File: config.mk
export PLATFORM = sky130hd
export DESIGN_NAME = irq_summary
export DESIGN_NICKNAME = d
export VERILOG_FILES = /design/src/verilog/irq_summary_pkg.sv /design/src/verilog/irq_summary.sv
export SDC_FILE = /design/constraint.sdc
export NUM_CORES = 1
export LEC_CHECK = 0
export BUFFER_PORTS_ARGS = -buffer_cell sky130_fd_sc_hd__buf_2
export CAP_MARGIN = 10
export CORE_UTILIZATION = 45
export CTS_CLUSTER_SIZE = 20
export DETAILED_ROUTE_END_ITERATION = 10
export HOLD_SLACK_MARGIN = 0.05
export PLACE_DENSITY = 0.81
export SYNTH_ARGS = -nofsm -noshare
export SYNTH_HDL_FRONTEND = slang
export SYNTH_SLANG_ARGS = --single-unit
export TNS_END_PERCENT = 30
File: constraint.sdc
create_clock -name pclk -period 3.95 [get_ports pclk]
set_input_delay 0.79 -clock pclk [delete_from_list [all_inputs] [get_ports pclk]]
set_output_delay 0.79 -clock pclk [all_outputs]
set_load 0.02 [all_outputs]
File: src/verilog/irq_summary_pkg.sv
// constants, register map and carrier types for the interrupt summary block
// assumes a single 25 MHz apb clock shared with all function blocks
// How it works
// - overflow flag sets on 16-bit counter wrap
// - overflow flag sticky, write one clears
// - high byte register shows counter bits 15:8
// - low byte register shows counter bits 7:0
// - line summary set by any line-side interrupt
// - framer summary bit 5: alarm detector
// - framer summary bit 4: performance monitor
// - framer summary bit 3: pattern generator/detector
// - framer summary bit 2: receive signaling buffer
// - framer summary bit 1: frame generator
// - framer summary bit 0: frame processor
// - link summary bits 7..5: hdlc transmitters 3..1
// - link summary bits 4..2: hdlc receivers 3..1
// - link summary bit 1: elastic store
// - link summary bit 0: system interface
// - overflow drives irq only when enabled
// - excessive zero sticky flag; counter counts errors
package irq_summary_pkg;

  localparam int ADDR_W = 12;
  localparam int DATA_W = 32;

  // register indexes; byte address is four times the index
  localparam logic [7:0] IDX_IRQ_STATUS = 8'h3b;
  localparam logic [7:0] IDX_COUNT_HIGH = 8'h3c;
  localparam logic [7:0] IDX_COUNT_LOW = 8'h3d;
  localparam logic [7:0] IDX_LINE_SUMMARY = 8'h3f;
  localparam logic [7:0] IDX_FRAMER_SUMMARY = 8'h40;
  localparam logic [7:0] IDX_LINK_SUMMARY = 8'h41;
  localparam logic [7:0] IDX_IRQ_ENABLE = 8'h50;

  // status and enable layout
  localparam int BIT_OVERFLOW = 0;
  localparam int BIT_EXZ = 2;
  localparam logic [7:0] STATUS_MASK = 8'h05;

  localparam logic [15:0] COUNT_RESET = 16'h0000;
  localparam logic [15:0] COUNT_MAX = 16'hffff;
  localparam logic [7:0] BYTE_RESET = 8'h00;

  typedef struct packed {
    logic psel;
    logic penable;
    logic pwrite;
    logic [ADDR_W-1:0] paddr;
    logic [DATA_W-1:0] pwdata;
  } apb_req_t;

  typedef struct packed {
    logic [DATA_W-1:0] prdata;
    logic pready;
    logic pslverr;
  } apb_rsp_t;

  // pending levels from the function blocks, each already gated by
  // that block's own enables
  typedef struct packed {
    logic line_side;
    logic alarm_detector;
    logic perf_monitor;
    logic pattern_gen_det;
    logic rx_signaling_buffer;
    logic frame_generator;
    logic frame_processor;
    logic [3:1] hdlc_tx;
    logic [3:1] hdlc_rx;
    logic elastic_store;
    logic system_interface;
  } pending_t;

  typedef struct packed {
    logic [15:0] count;
    logic [7:0] low_snap;
    logic snap_valid;
    logic counter_overflow_flag;
    logic excessive_zero_flag;
    logic overflow_irq_enable;
    logic exz_irq_enable;
    logic [DATA_W-1:0] rdata;
    logic slverr;
  } state_t;

endpackage
File: src/verilog/irq_summary.sv
// interrupt summary, excessive-zero counter and apb register slave
// assumes pending inputs and error pulses come from logic on pclk
`timescale 1ns/1ps
module irq_summary (
  // clock and reset
  input wire logic pclk,
  input wire logic presetn,
  // apb slave
  input wire irq_summary_pkg::apb_req_t apb_req,
  output irq_summary_pkg::apb_rsp_t apb_rsp,
  // function block events and levels
  input wire logic excessive_zero_error,
  input wire irq_summary_pkg::pending_t pending,
  // interrupt pin, active low
  output logic irq_n
);
  import irq_summary_pkg::*;

  state_t st_reg;
  state_t st_next;
  logic [7:0] idx;
  logic setup;
  logic access;
  logic wr;
  logic rd_setup;
  logic own_irq;
  logic [7:0] line_summary;
  logic [7:0] framer_summary;
  logic [7:0] link_summary;
  logic [7:0] status_view;
  logic [7:0] enable_view;
  logic wrap;
  logic addr_ok;

  assign idx = apb_req.paddr[9:2];
  // misaligned or out-of-window addresses are refused, writes included
  assign addr_ok = (apb_req.paddr[1:0] == 2'b00)
                 & (apb_req.paddr[ADDR_W-1:10] == '0);
  assign setup = apb_req.psel & ~apb_req.penable;
  assign access = apb_req.psel & apb_req.penable;
  assign wr = access & apb_req.pwrite & addr_ok;
  assign rd_setup = setup & ~apb_req.pwrite;

  always_comb begin
    status_view = BYTE_RESET;
    status_view[BIT_OVERFLOW] = st_reg.counter_overflow_flag;
    status_view[BIT_EXZ] = st_reg.excessive_zero_flag;
    enable_view = BYTE_RESET;
    enable_view[BIT_OVERFLOW] = st_reg.overflow_irq_enable;
    enable_view[BIT_EXZ] = st_reg.exz_irq_enable;
  end

  // own events belong to the line decoder, so they feed the line summary
  assign own_irq = (st_reg.counter_overflow_flag
                    & st_reg.overflow_irq_enable)
                 | (st_reg.excessive_zero_flag & st_reg.exz_irq_enable);

  always_comb begin
    line_summary = BYTE_RESET;
    line_summary[0] = pending.line_side | own_irq;
    framer_summary = BYTE_RESET;
    framer_summary[5] = pending.alarm_detector;
    framer_summary[4] = pending.perf_monitor;
    framer_summary[3] = pending.pattern_gen_det;
    framer_summary[2] = pending.rx_signaling_buffer;
    framer_summary[1] = pending.frame_generator;
    framer_summary[0] = pending.frame_processor;
    link_summary[7:5] = {pending.hdlc_tx[3], pending.hdlc_tx[2],
                         pending.hdlc_tx[1]};
    link_summary[4:2] = {pending.hdlc_rx[3], pending.hdlc_rx[2],
                         pending.hdlc_rx[1]};
    link_summary[1] = pending.elastic_store;
    link_summary[0] = pending.system_interface;
  end

  assign wrap = excessive_zero_error & (st_reg.count == COUNT_MAX);

  always_comb begin
    st_next = st_reg;
    // counter wraps to zero after its last value
    if (excessive_zero_error) begin
      st_next.count = st_reg.count + 16'h0001;
    end
    // write-one clears; a same-cycle event wins
    if (wr && idx == IDX_IRQ_STATUS) begin
      if (apb_req.pwdata[BIT_OVERFLOW]) begin
        st_next.counter_overflow_flag = 1'b0;
      end
      if (apb_req.pwdata[BIT_EXZ]) begin
        st_next.excessive_zero_flag = 1'b0;
      end
    end
    if (wrap) begin
      st_next.counter_overflow_flag = 1'b1;
    end
    if (excessive_zero_error) begin
      st_next.excessive_zero_flag = 1'b1;
    end
    if (wr && idx == IDX_IRQ_ENABLE) begin
      st_next.overflow_irq_enable = apb_req.pwdata[BIT_OVERFLOW];
      st_next.exz_irq_enable = apb_req.pwdata[BIT_EXZ];
    end
    // read data and error are prepared in the setup cycle
    if (setup) begin
      st_next.rdata = '0;
      st_next.slverr = 1'b0;
      unique case (idx)
        IDX_IRQ_STATUS: st_next.rdata[7:0] = status_view;
        IDX_IRQ_ENABLE: st_next.rdata[7:0] = enable_view;
        IDX_COUNT_HIGH: st_next.rdata[7:0] = st_reg.count[15:8];
        IDX_COUNT_LOW: begin
          st_next.rdata[7:0] = st_reg.snap_valid ? st_reg.low_snap
                             : st_reg.count[7:0];
        end
        IDX_LINE_SUMMARY: st_next.rdata[7:0] = line_summary;
        IDX_FRAMER_SUMMARY: st_next.rdata[7:0] = framer_summary;
        IDX_LINK_SUMMARY: st_next.rdata[7:0] = link_summary;
        default: st_next.slverr = 1'b1;
      endcase
      if (!addr_ok) begin
        st_next.rdata = '0;
        st_next.slverr = 1'b1;
      end
    end
    // a high byte read freezes the low byte until it is read
    if (rd_setup && !st_next.slverr && idx == IDX_COUNT_HIGH) begin
      st_next.low_snap = st_reg.count[7:0];
      st_next.snap_valid = 1'b1;
    end
    if (rd_setup && !st_next.slverr && idx == IDX_COUNT_LOW) begin
      st_next.snap_valid = 1'b0;
    end
  end

  always_ff @(posedge pclk or negedge presetn) begin
    if (!presetn) begin
      st_reg.count <= COUNT_RESET;
      st_reg.low_snap <= BYTE_RESET;
      st_reg.snap_valid <= 1'b0;
      st_reg.counter_overflow_flag <= 1'b0;
      st_reg.excessive_zero_flag <= 1'b0;
      st_reg.overflow_irq_enable <= 1'b0;
      st_reg.exz_irq_enable <= 1'b0;
      st_reg.rdata <= '0;
      st_reg.slverr <= 1'b0;
    end else begin
      st_reg <= st_next;
    end
  end

  assign apb_rsp.prdata = st_reg.rdata;
  assign apb_rsp.pready = 1'b1;
  assign apb_rsp.pslverr = access & st_reg.slverr;

  assign irq_n = ~(|line_summary | |framer_summary | |link_summary);

endmodule // irq_summary

Yosys cells after proc, flatten, opt, wreduce, memory -nomap -nowiden:

Index checks and enable logic that the tools add are counted.

* bitwise operators: 17
* equality and inequality tests: 8
* reductions and logical operators: 18
* multiplexer cells: 12
* $add $sub $neg: 1

Operators by type and width (number)
* one-hot mux 8 bit (7 select lines): 1
* == test 8 x 6 -> 1 bit, second input constant: 4
* == test 8 x 7 -> 1 bit, second input constant: 3
* adder 16 x 1 -> 16 bit, second input constant: 1
* == test 16 bit, second input constant: 1
* bitwise AND 1 bit: 10
* nonzero test 2 bit: 5
* two-way mux 9 bit: 1
* two-way mux 1 bit: 8
* two-way mux 8 bit: 1
* OR reduction 8 bit: 1
* OR reduction 7 bit: 1
* OR reduction 6 bit: 1
* logical AND 1 bit: 5
* zero test 2 bit: 2
* OR 1 bit: 4
* AND reduction 2 bit: 2
* NOT 1 bit: 3
* two-way mux 2 bit: 1
* zero test 1 bit: 1

* input bits: 65
* word-level logic and storage cells: 65
* flip-flop bits (word level): 38

Depth between registers and ports, before layout:

Gate-level depths: netlist (run 1).

* depth after elaboration: 11
* mapped depth: 6
* depth with buffers taken out: 4

Worst setup path before layout (run 1):

Ideal clock, no wire load.

* path type: input port to output port
* start point: input pending[4] (netlist name)
* end point: output irq_n
* path slack: 1.456 ns
* required time: 3.160 ns
* cell stages on the path: 3
* arrival: 1.704 ns
* cells stage by stage: or4_1 > nor3_1 > and4_1

* longest elaborated chain between the ends: 3

RTL lines
* start, declared: RTL line irq_summary.sv:13 `input wire irq_summary_pkg::pending_t pending,`
* OR reduction 8 bit: RTL line irq_summary.sv:155 `assign irq_n = ~(|line_summary | |framer_summary | |link_summary);`
* OR 1 bit: RTL line irq_summary.sv:155
* NOT 1 bit: RTL line irq_summary.sv:155
* end, declared: RTL line irq_summary.sv:15 `output logic irq_n`

Every way passes these cells.

Worst setup path in the final report (run 1):

Same ends and word-level chain as after synthesis.

==> results of run 1 <==
-- layout by cell type, fill, tap and decap left out, types with 2 or more instances in the layout --
cell type / count
buf_2: 44
dfrtp_1: 38
conb_1: 25
mux2i_1: 15
nand2_1: 12
xnor2_1: 12
mux2_2: 11
nand4_1: 8
mux2_1: 8
nand3_1: 5
clkbuf_8: 5
nor3_1: 4
and4_1: 4
o22ai_1: 4
a22o_1: 4
nor2_1: 4
o21ai_0: 4
nand3b_1: 3
xor2_1: 3
a211o_1: 2
or4_1: 2
a21o_1: 2
nand2b_1: 2
nor4_1: 2
or3_1: 2
a22oi_1: 2
inv_1: 2
nor2b_1: 2
o22a_1: 2
o31ai_1: 2
bufinv_16: 2
-- routing by layer --
metal	share of wire	vias up
li1	-	827
met1	0.46	856
met2	0.46	62
met3	0.058	10
met4	0.017	0
met5	0	-
-- worst reg2reg max path: cells and delay by family, from the launching register on --
family             cells  cell delay, ps
AOI/OAI and AO/OA      2             300
muxes                  2             570
DFF                    1             590
-- where the power goes --
| part | internal [mW] | switching [mW] | leakage (nW) |
|---|---|---|---|
| logic | 0.0612 | 0.0826 | 0.664 |
| registers | 0.424 | 0.0540 | 0.498 |
| clock network | 0.253 | 0.139 | 0.0683 |
| total | 0.738 | 0.276 | 1.23 |
-- through the flow --
step	std cells	worst slack (ps)	hold WS [ps]	utilization
4_1_cts	327	1100	480	0.511
6_report	327	1120	476	0.511
3_5_place_dp	319	1110	462	0.484
2_1_floorplan	247	1460	450	-
5_1_grt	327	1080	511	0.511
3_3_place_gp	319	1080	455	0.484
-- logic make-up (layout without fill, tap and decap cells) --
logic type,Yosys count,in the layout
and+or+nand+nor,60,60
buffers and inverters,44,54
DFF,38,38
muxes,34,34
AOI/OAI and AO/OA,30,30
xor gates and xnor gates,15,15
other,2,25
adders and majority gates,1,1
-- path summary, 6_finish.rpt --
kind,startpoint,endpoint,slack (ps),depth (start not counted)
worst max-delay path,pending[4],irq_n,1120,5
max in group asynchronous,presetn,st_reg[55]$_DFFE_PN0P_,2840,1
min in group asynchronous,presetn,apb_rsp[9]$_DFFE_PN0P_,600,1
worst max register to register,st_reg[37]$_DFFE_PN0P_,apb_rsp[5]$_DFFE_PN0P_,2380,4
worst min-delay path,apb_rsp[9]$_DFFE_PN0P_,apb_rsp[9]$_DFFE_PN0P_,480,2
worst min register to register,apb_rsp[9]$_DFFE_PN0P_,apb_rsp[9]$_DFFE_PN0P_,480,2
-- layout make-up --
type	count	area, µm²	area share
clock buffers	5	68.8	0.0264
clock inverters	3	68.8	0.0264
inverters	2	7.51	0.00288
multi-input cells	165	1200	0.462
flip-flops and latches	38	951	0.365
well taps	70	87.6	0.0336
repair buffers	44	220	0.0844
-- cell usage after synthesis, types with 3 or more instances --
master / number / area share
a22o_1: 4 / 0.015
o21ai_0: 4 / 0.0084
nor2_1: 4 / 0.0063
nand3b_1: 3 / 0.0094
dfrtp_1: 38 / 0.40
nor3_1: 4 / 0.0084
buf_6: 3 / 0.014
mux2i_1: 15 / 0.063
mux2_1: 8 / 0.038
buf_4: 33 / 0.10
mux2_2: 11 / 0.052
o22ai_1: 4 / 0.010
buf_2: 3 / 0.0063
xor2_1: 3 / 0.011
and4_1: 4 / 0.015
nand2_1: 12 / 0.019
nand3_1: 5 / 0.010
nand4_1: 8 / 0.021
xnor2_1: 12 / 0.044
==> flow_summary.toml, run 1 <==
[place]
detailedPlacementHpwl_mm = 3.55
count_of_buffers_inserted_at_the_top_level_ports = 44
place.gp.congestion = 0.844
place_area_um2 = 2470

[worst_setup_path]
critPathMaxFanout = 2
timing.critical_path.slowest_stage_cell = "or4_1"
critical_path_s_top_delay_family = "simple AND/OR/NAND/NOR gates"
critical_path.n_buffers_inverters = 2
worst_ep_arrival_time_ps = 2040
setup.worst_path.start_class = "input pin"
critPathKind = "input pin to output port"
cp_cell_sequence = "buf_2 -> or4_1 -> nor3_1 -> and4_1 -> buf_2"
cp.required_ps = 3160
crit_path_frequent_cell = "buf_2"
critPathMaxStageDelay_ps = 520
cp-end-kind = "output port"

[sta]
final_hold_viol_count = 0
tightest_slew_ps = 830
fin_tns_setup_ps = 0
slew_violations = 0
grt_setup_unrepaired = "no"
maxSlewHeadroom = 0.447
layout_worst_path_cycle_share = 0.717
clock_skew_ps = 4.62
setup_viol_count_final = 0
fmaxAchievable_ghz = 0.353
final.min_clock_period_ps = 2830

[floorplanning]
core_um2 = 5110
floorplan.die_area_um2 = 5620
ioPinCount = 100
std_cell_rows = 26
die_height_um = 75.0
effective_utilization_at_floorplan = 0.469
die_width_um = 75.0

[synth]
xor_xnor_share_of_the_synthesized_area = 0.0549
synth-warning-count = 0
ys_types = 52
synthArstFlopShare = 1.00
synth_top_family_by_area = "simple AND/OR/NAND/NOR gates"
ys_seq_elements = 38
synth_edf_count = 0
synth_adder_area_share = 0.00522
post_syn_area_per_cell_um2 = 10.7
area_fraction_in_and_or_nand_and_nor_cells_after_synthesis = 0.156
seq_area_frac_synth = 0.397
syn-cell-area_um2 = 2390
yosys-mux-area-fraction = 0.152
synth-compound-area-share = 0.0961
netlist_instances = 224
ys.flop_type = "dfrtp_1"

[grt]
pin_count_of_the_biggest_net_entering_global_routing = 39
initial_antenna_violation_count = 0
wire_length_of_the_first_global_routing_pass_mm = 7.33
grt_util_met1 = 0.241
gr-usage-met3 = 0.0469
total_track_usage = 0.175
grt_pass1_vias = 1557
grt-ovfl-total = 0
gr-max-usage-layer = "met2"
global_route.usage.met2 = 0.262

[cts]
cts-root-to-sink-buffers = 2
ctsHtreeMaxLevel = 2
cts_root_buf = "clkbuf_8"
post-cts-setup-buffer-count = 0
worstSkewPairLatency_ps = 290
post_cts_resized = 0
cts_tree = "built"
cts.sink_count = 38
cts.reportedPaths.clkPinSlew_ps = 70
cts-buffers-inserted = 5
cts_hold_buf = 0

[pwr]
power.ir.vdd_worst_v = 0.000222
cellLeakagePower_nw = 1.23
power_per_cell_area_nw_per_um2 = 389
power.total_mw = 1.01

[detailed_routing]
routed_wirelength_mm = 4.65
firstDrtPassIters = 4
vias = 1755
vias_per_cell = 5.37
drc_violation_count_after_routing = 0
drt.antenna.violating_nets = 0
drtIter0Drc = 117
wl_per_cell_um = 14.2

[final_layout]
fillCellCount = 475
drive_above_1_share = 0.257
postLayoutCellArea_um2 = 2610
area_growth_syn_to_layout_pct = 8.93
n_antenna_cell = 0
max_reg_flops = 28
design.final.nets = 322

[worst_hold_path]
worst_min_path_class = "register to register"

[run_status]
result_of_the_run = "finished clean"

[job]
maxCapViolCount = 0
Note: power is estimated with default switching activity, not from simulation.
==> inputs of run 2 (changes only) <==
clock period = 2.85 ns   (was 3.95 ns; I/O delays follow)
==> flow_summary.toml, run 2 (synthesis gave the netlist of run 1 again) <==
[place]
count_of_buffers_inserted_at_the_top_level_ports = 44
pre_cts_ws_ps = 373
detailedPlacementHpwl_mm = 3.59
place.gp.congestion = 0.845

[floorplanning]
die_height_um = 75.0
effective_utilization_at_floorplan = 0.469
die_width_um = 75.0
ioPinCount = 100
std_cell_rows = 26
core_um2 = 5110
floorplan.die_area_um2 = 5620

[cts]
cts_tree = "built"
cts-buffers-inserted = 5
cts.reportedPaths.clkPinSlew_ps = 80
cts_root_buf = "clkbuf_8"
cts.sink_count = 38
cts-root-to-sink-buffers = 2
cts_hold_buf = 0
post_cts_resized = 0
worstSkewPairLatency_ps = 290
post-cts-setup-buffer-count = 0
ctsHtreeMaxLevel = 2

[final_layout]
layout_common_cells = "buf_2, dfrtp_1, conb_1"
n_antenna_cell = 0
mostFrequentLayoutCell = "buf_2"
design.final.nets = 324
drive_above_1_share = 0.263
max_reg_flops = 28
fin_util = 0.515
area_growth_syn_to_layout_pct = 9.77

[sta]
fin_worst_hold_slack_ps = 371
fin_tns_setup_ps = 0
grt_setup_unrepaired = "no"
final.min_clock_period_ps = 2380
slew_violations = 0
layout_worst_path_cycle_share = 0.837
tightest_slew_ps = 836
clock_skew_ps = 7.27
maxSlewHeadroom = 0.443
fmaxAchievable_ghz = 0.419
final_hold_viol_count = 0
setup_viol_count_final = 0
final.setup.worst_slack_ps = 466

[grt]
wire_length_of_the_first_global_routing_pass_mm = 7.35
total_track_usage = 0.178
initial_antenna_violation_count = 0
grt-ovfl-total = 0
pin_count_of_the_biggest_net_entering_global_routing = 39
grt_pass1_vias = 1600

[detailed_routing]
wl_per_cell_um = 14.3
drt.antenna.violating_nets = 0
vias = 1768
firstDrtPassIters = 4
routed_wirelength_mm = 4.70
drtIter0Drc = 118
vias_per_cell = 5.37
drc_violation_count_after_routing = 0

[worst_setup_path]
crit-reg2reg-launch = "st_reg[37]$_DFFE_PN0P_"
critPathMaxFanout = 2
critPathKind = "input pin to output port"
crit_path_start = "pending[4]"
cp-end-kind = "output port"
cp.required_ps = 2280
worst_ep_arrival_time_ps = 1810
setup.worst_path.start_class = "input pin"

[job]
maxCapViolCount = 0

[run_status]
result_of_the_run = "finished clean"

[pwr]
power.ir.vdd_worst_v = 0.000521
power.total_mw = 1.43
power_per_cell_area_nw_per_um2 = 546
cellLeakagePower_nw = 1.24

[worst_hold_path]
worst_min_path_class = "input pin to async pin"
## run 2: cell count changes in the layout (fill, tap and decap cells not counted), sizes merged
cell,before,now
clkinv,1,0
clkbuf,5,6
buf,44,46
## run 2: report_power, final
part / switching [mW] / internal (mW) / total [mW]
registers: 0.0782 / 0.588 / 0.666
logic: 0.118 / 0.0861 / 0.204
clock network: 0.192 / 0.373 / 0.565
total: 0.388 / 1.05 / 1.43
## run 2: layer usage
layer,global-route usage,vias up,part of all wire
li1,-,837,-
met1,0.233,859,0.45
met2,0.281,63,0.47
met3,0.0469,9,0.060
met4,0.0734,0,0.017
met5,0,-,0
## run 2: worst paths after layout
check,cells past startpoint,slack [ps],to
worst max-delay path,5,470,irq_n
worst min-delay path,1,370,apb_rsp[4]$_DFFE_PN0P_
worst max register to register,4,1260,apb_rsp[5]$_DFFE_PN0P_
worst min register to register,2,480,apb_rsp[8]$_DFFE_PN0P_
max in group asynchronous,1,1950,st_reg[52]$_DFFE_PN0P_
min in group pclk,2,480,apb_rsp[8]$_DFFE_PN0P_
## run 2: worst max-delay path, cell delays in order
cell and delay (ps):
buf_2 100, or4_1 510, nor3_1 240, and4_1 230
buf_2 160
## run 2: stage by stage
stage / std cells / cell area, µm²
after floorplan: 247 / 2480
after global placement: 321 / 2490
after detailed placement: 321 / 2490
after CTS: 329 / 2630
after global routing: 329 / 2630
final: 329 / 2630
## run 2: cell type report
| cell class | count | area, µm² |
|---|---|---|
| timing repair buffer | 46 | 235 |
| fill | 468 | 2480 |
| clock inverter | 2 | 60.1 |
| multi-input combinational | 165 | 1200 |
| inverter | 2 | 7.51 |
| clock buffer | 6 | 82.6 |
| sequential | 38 | 951 |
| tap | 70 | 87.6 |
==> inputs of run 3 (changes only) <==
CORE_UTILIZATION = 44   (was 45)
PLACE_DENSITY = 0.82   (was 0.81)
clock period = 2.15 ns   (was 2.85 ns; I/O delays follow)
==> flow_summary.toml, run 3 (synthesis gave the netlist of run 1 again) <==
[run_status]
result_of_the_run = "finished clean"

[place]
count_of_buffers_inserted_at_the_top_level_ports = 44
detailedPlacementHpwl_mm = 3.78
place.gp.congestion = 0.903
place_inst = 326

[floorplanning]
effective_utilization_at_floorplan = 0.463
die_width_um = 75.8
ioPinCount = 100
core_um2 = 5170
std_cell_rows = 26
die_height_um = 75.8
floorplan.die_area_um2 = 5740

[worst_setup_path]
setup.worst_path.start_class = "input pin"
critical_path.n_buffers_inverters = 2
rr_worst_depth = 4
last_element_of_the_critical_path = "irq_n"
crit_cells = 5
critPathMaxStageDelay_ps = 540
critical_path_s_top_delay_family = "simple AND/OR/NAND/NOR gates"
crit_path_frequent_cell = "buf_2"
r2r-end = "apb_rsp[5]$_DFFE_PN0P_"
worst_ep_arrival_time_ps = 1640
cp.required_ps = 1720
cp_cell_sequence = "buf_2 -> or4_1 -> nor3_2 -> and4_1 -> buf_2"
critPathKind = "input pin to output port"
crit_path_start = "pending[4]"
timing.critical_path.slowest_stage_cell = "or4_1"
crit-reg2reg-launch = "st_reg[37]$_DFFE_PN0P_"
cp-end-kind = "output port"
critPathMaxFanout = 2
r2r_setup_slack_ps = 550

[sta]
fin_tns_setup_ps = 0
setup_viol_count_final = 0
slew_violations = 0
grt_setup_unrepaired = "no"
final.min_clock_period_ps = 2070
layout_worst_path_cycle_share = 0.962
final_hold_viol_count = 0
tightest_slew_ps = 822
fmaxAchievable_ghz = 0.483
clock_skew_ps = 6.56
maxSlewHeadroom = 0.452

[final_layout]
design.final.nets = 329
fillCellCount = 479
layout_common_cells = "buf_2, dfrtp_1, conb_1"
mostFrequentLayoutCell = "buf_2"
area_growth_syn_to_layout_pct = 9.40
max_reg_flops = 28
finish.cell_count_without_fillers = 334
drive_above_1_share = 0.277
n_antenna_cell = 0

[detailed_routing]
drc_violation_count_after_routing = 0
firstDrtPassIters = 4
drtIter0Drc = 102
drt.antenna.violating_nets = 0
wl_per_cell_um = 14.5
routed_wirelength_mm = 4.83
vias = 1778
vias_per_cell = 5.32

[cts]
cts.sink_count = 38
cts.reportedPaths.clkPinSlew_ps = 70
cts-root-to-sink-buffers = 2
cts_tree = "built"
ctsHtreeMaxLevel = 2
cts_hold_buf = 0
post-cts-setup-buffer-count = 0
worstSkewPairLatency_ps = 290
cts_root_buf = "clkbuf_8"
cts-buffers-inserted = 5

[pwr]
cellLeakagePower_nw = 1.24
power.ir.vdd_worst_v = 0.000324
sequentialPowerShare = 0.530
combPwrFrac = 0.165
power_switching_mw = 0.506
power.internal_mw = 1.16
power.total_mw = 1.66
power.share.switching = 0.305
clockPowerShare = 0.305
power_per_cell_area_nw_per_um2 = 634

[grt]
pin_count_of_the_biggest_net_entering_global_routing = 39
initial_antenna_violation_count = 0
grt-ovfl-total = 0
grt_pass1_vias = 1602
total_track_usage = 0.178
wire_length_of_the_first_global_routing_pass_mm = 7.57

[job]
maxCapViolCount = 0

[worst_hold_path]
worst_min_path_class = "input pin to async pin"
[run 3: stage by stage]
step	setup WS, ps	hold slack, ps	instance area [µm²]	utilization
after floorplan	201	134	2480	-
after global placement	6.91	454	2520	0.488
after detailed placement	6.47	463	2520	0.488
after CTS	85.5	260	2620	0.507
after global routing	47.9	292	2620	0.507
final	80.7	236	2620	0.507
[run 3: how the worst min path moves through the flow]
stage | endpoint | slack, ps
final | apb_rsp[8]$_DFFE_PN0P_ | 240
after global routing | apb_rsp[6]$_DFFE_PN0P_ | 290
after CTS | st_reg[44]$_DFFE_PN0P_ | 260
after detailed placement | apb_rsp[8]$_DFFE_PN0P_ | 460
after global placement | apb_rsp[8]$_DFFE_PN0P_ | 450
after floorplan | apb_rsp[2]$_DFFE_PN0P_ | 130
[run 3: repair_timing]
| action | 4_1_cts | 5_1_grt |
|---|---|---|
| endpoints found under the hold margin | 0 | 0 |
| gates resized for setup | 1 | 0 |
| endpoints found under the setup margin | 1 | 0 |
[run 3: worst register-to-register path, cell delays in order, from the launching register on]
cell and delay, ps:
dfrtp_1 580, mux2_2 410, mux2i_1 170, o22ai_1 110
a22o_1 210
[run 3: power groups by stage]
| stage | Clock, mW | Combinational (mW) | Sequential, mW |
|---|---|---|---|
| global placement | 0 | 0.262 | 0.889 |
| floorplan | 0 | 0.227 | 0.866 |
| global route | 0.544 | 0.308 | 0.898 |
| CTS | 0.512 | 0.275 | 0.882 |
| detailed placement | 0 | 0.274 | 0.892 |
| finish | 0.507 | 0.274 | 0.881 |
[run 3: layout make-up]
cell class	instances	area, µm²	area share
multi-input combinational	165	1210	0.462
sequential	38	951	0.363
timing repair buffer	51	273	0.104
tap	70	87.6	0.0334
clock buffer	7	86.3	0.0330
inverter	2	7.51	0.00287
clock inverter	1	5.00	0.00191
[run 3: metal layers]
layer,wire (µm),GRT usage
met3,236,0.0450
met5,0,0
met4,42,0.0617
met2,2380,0.276
met1,2170,0.241
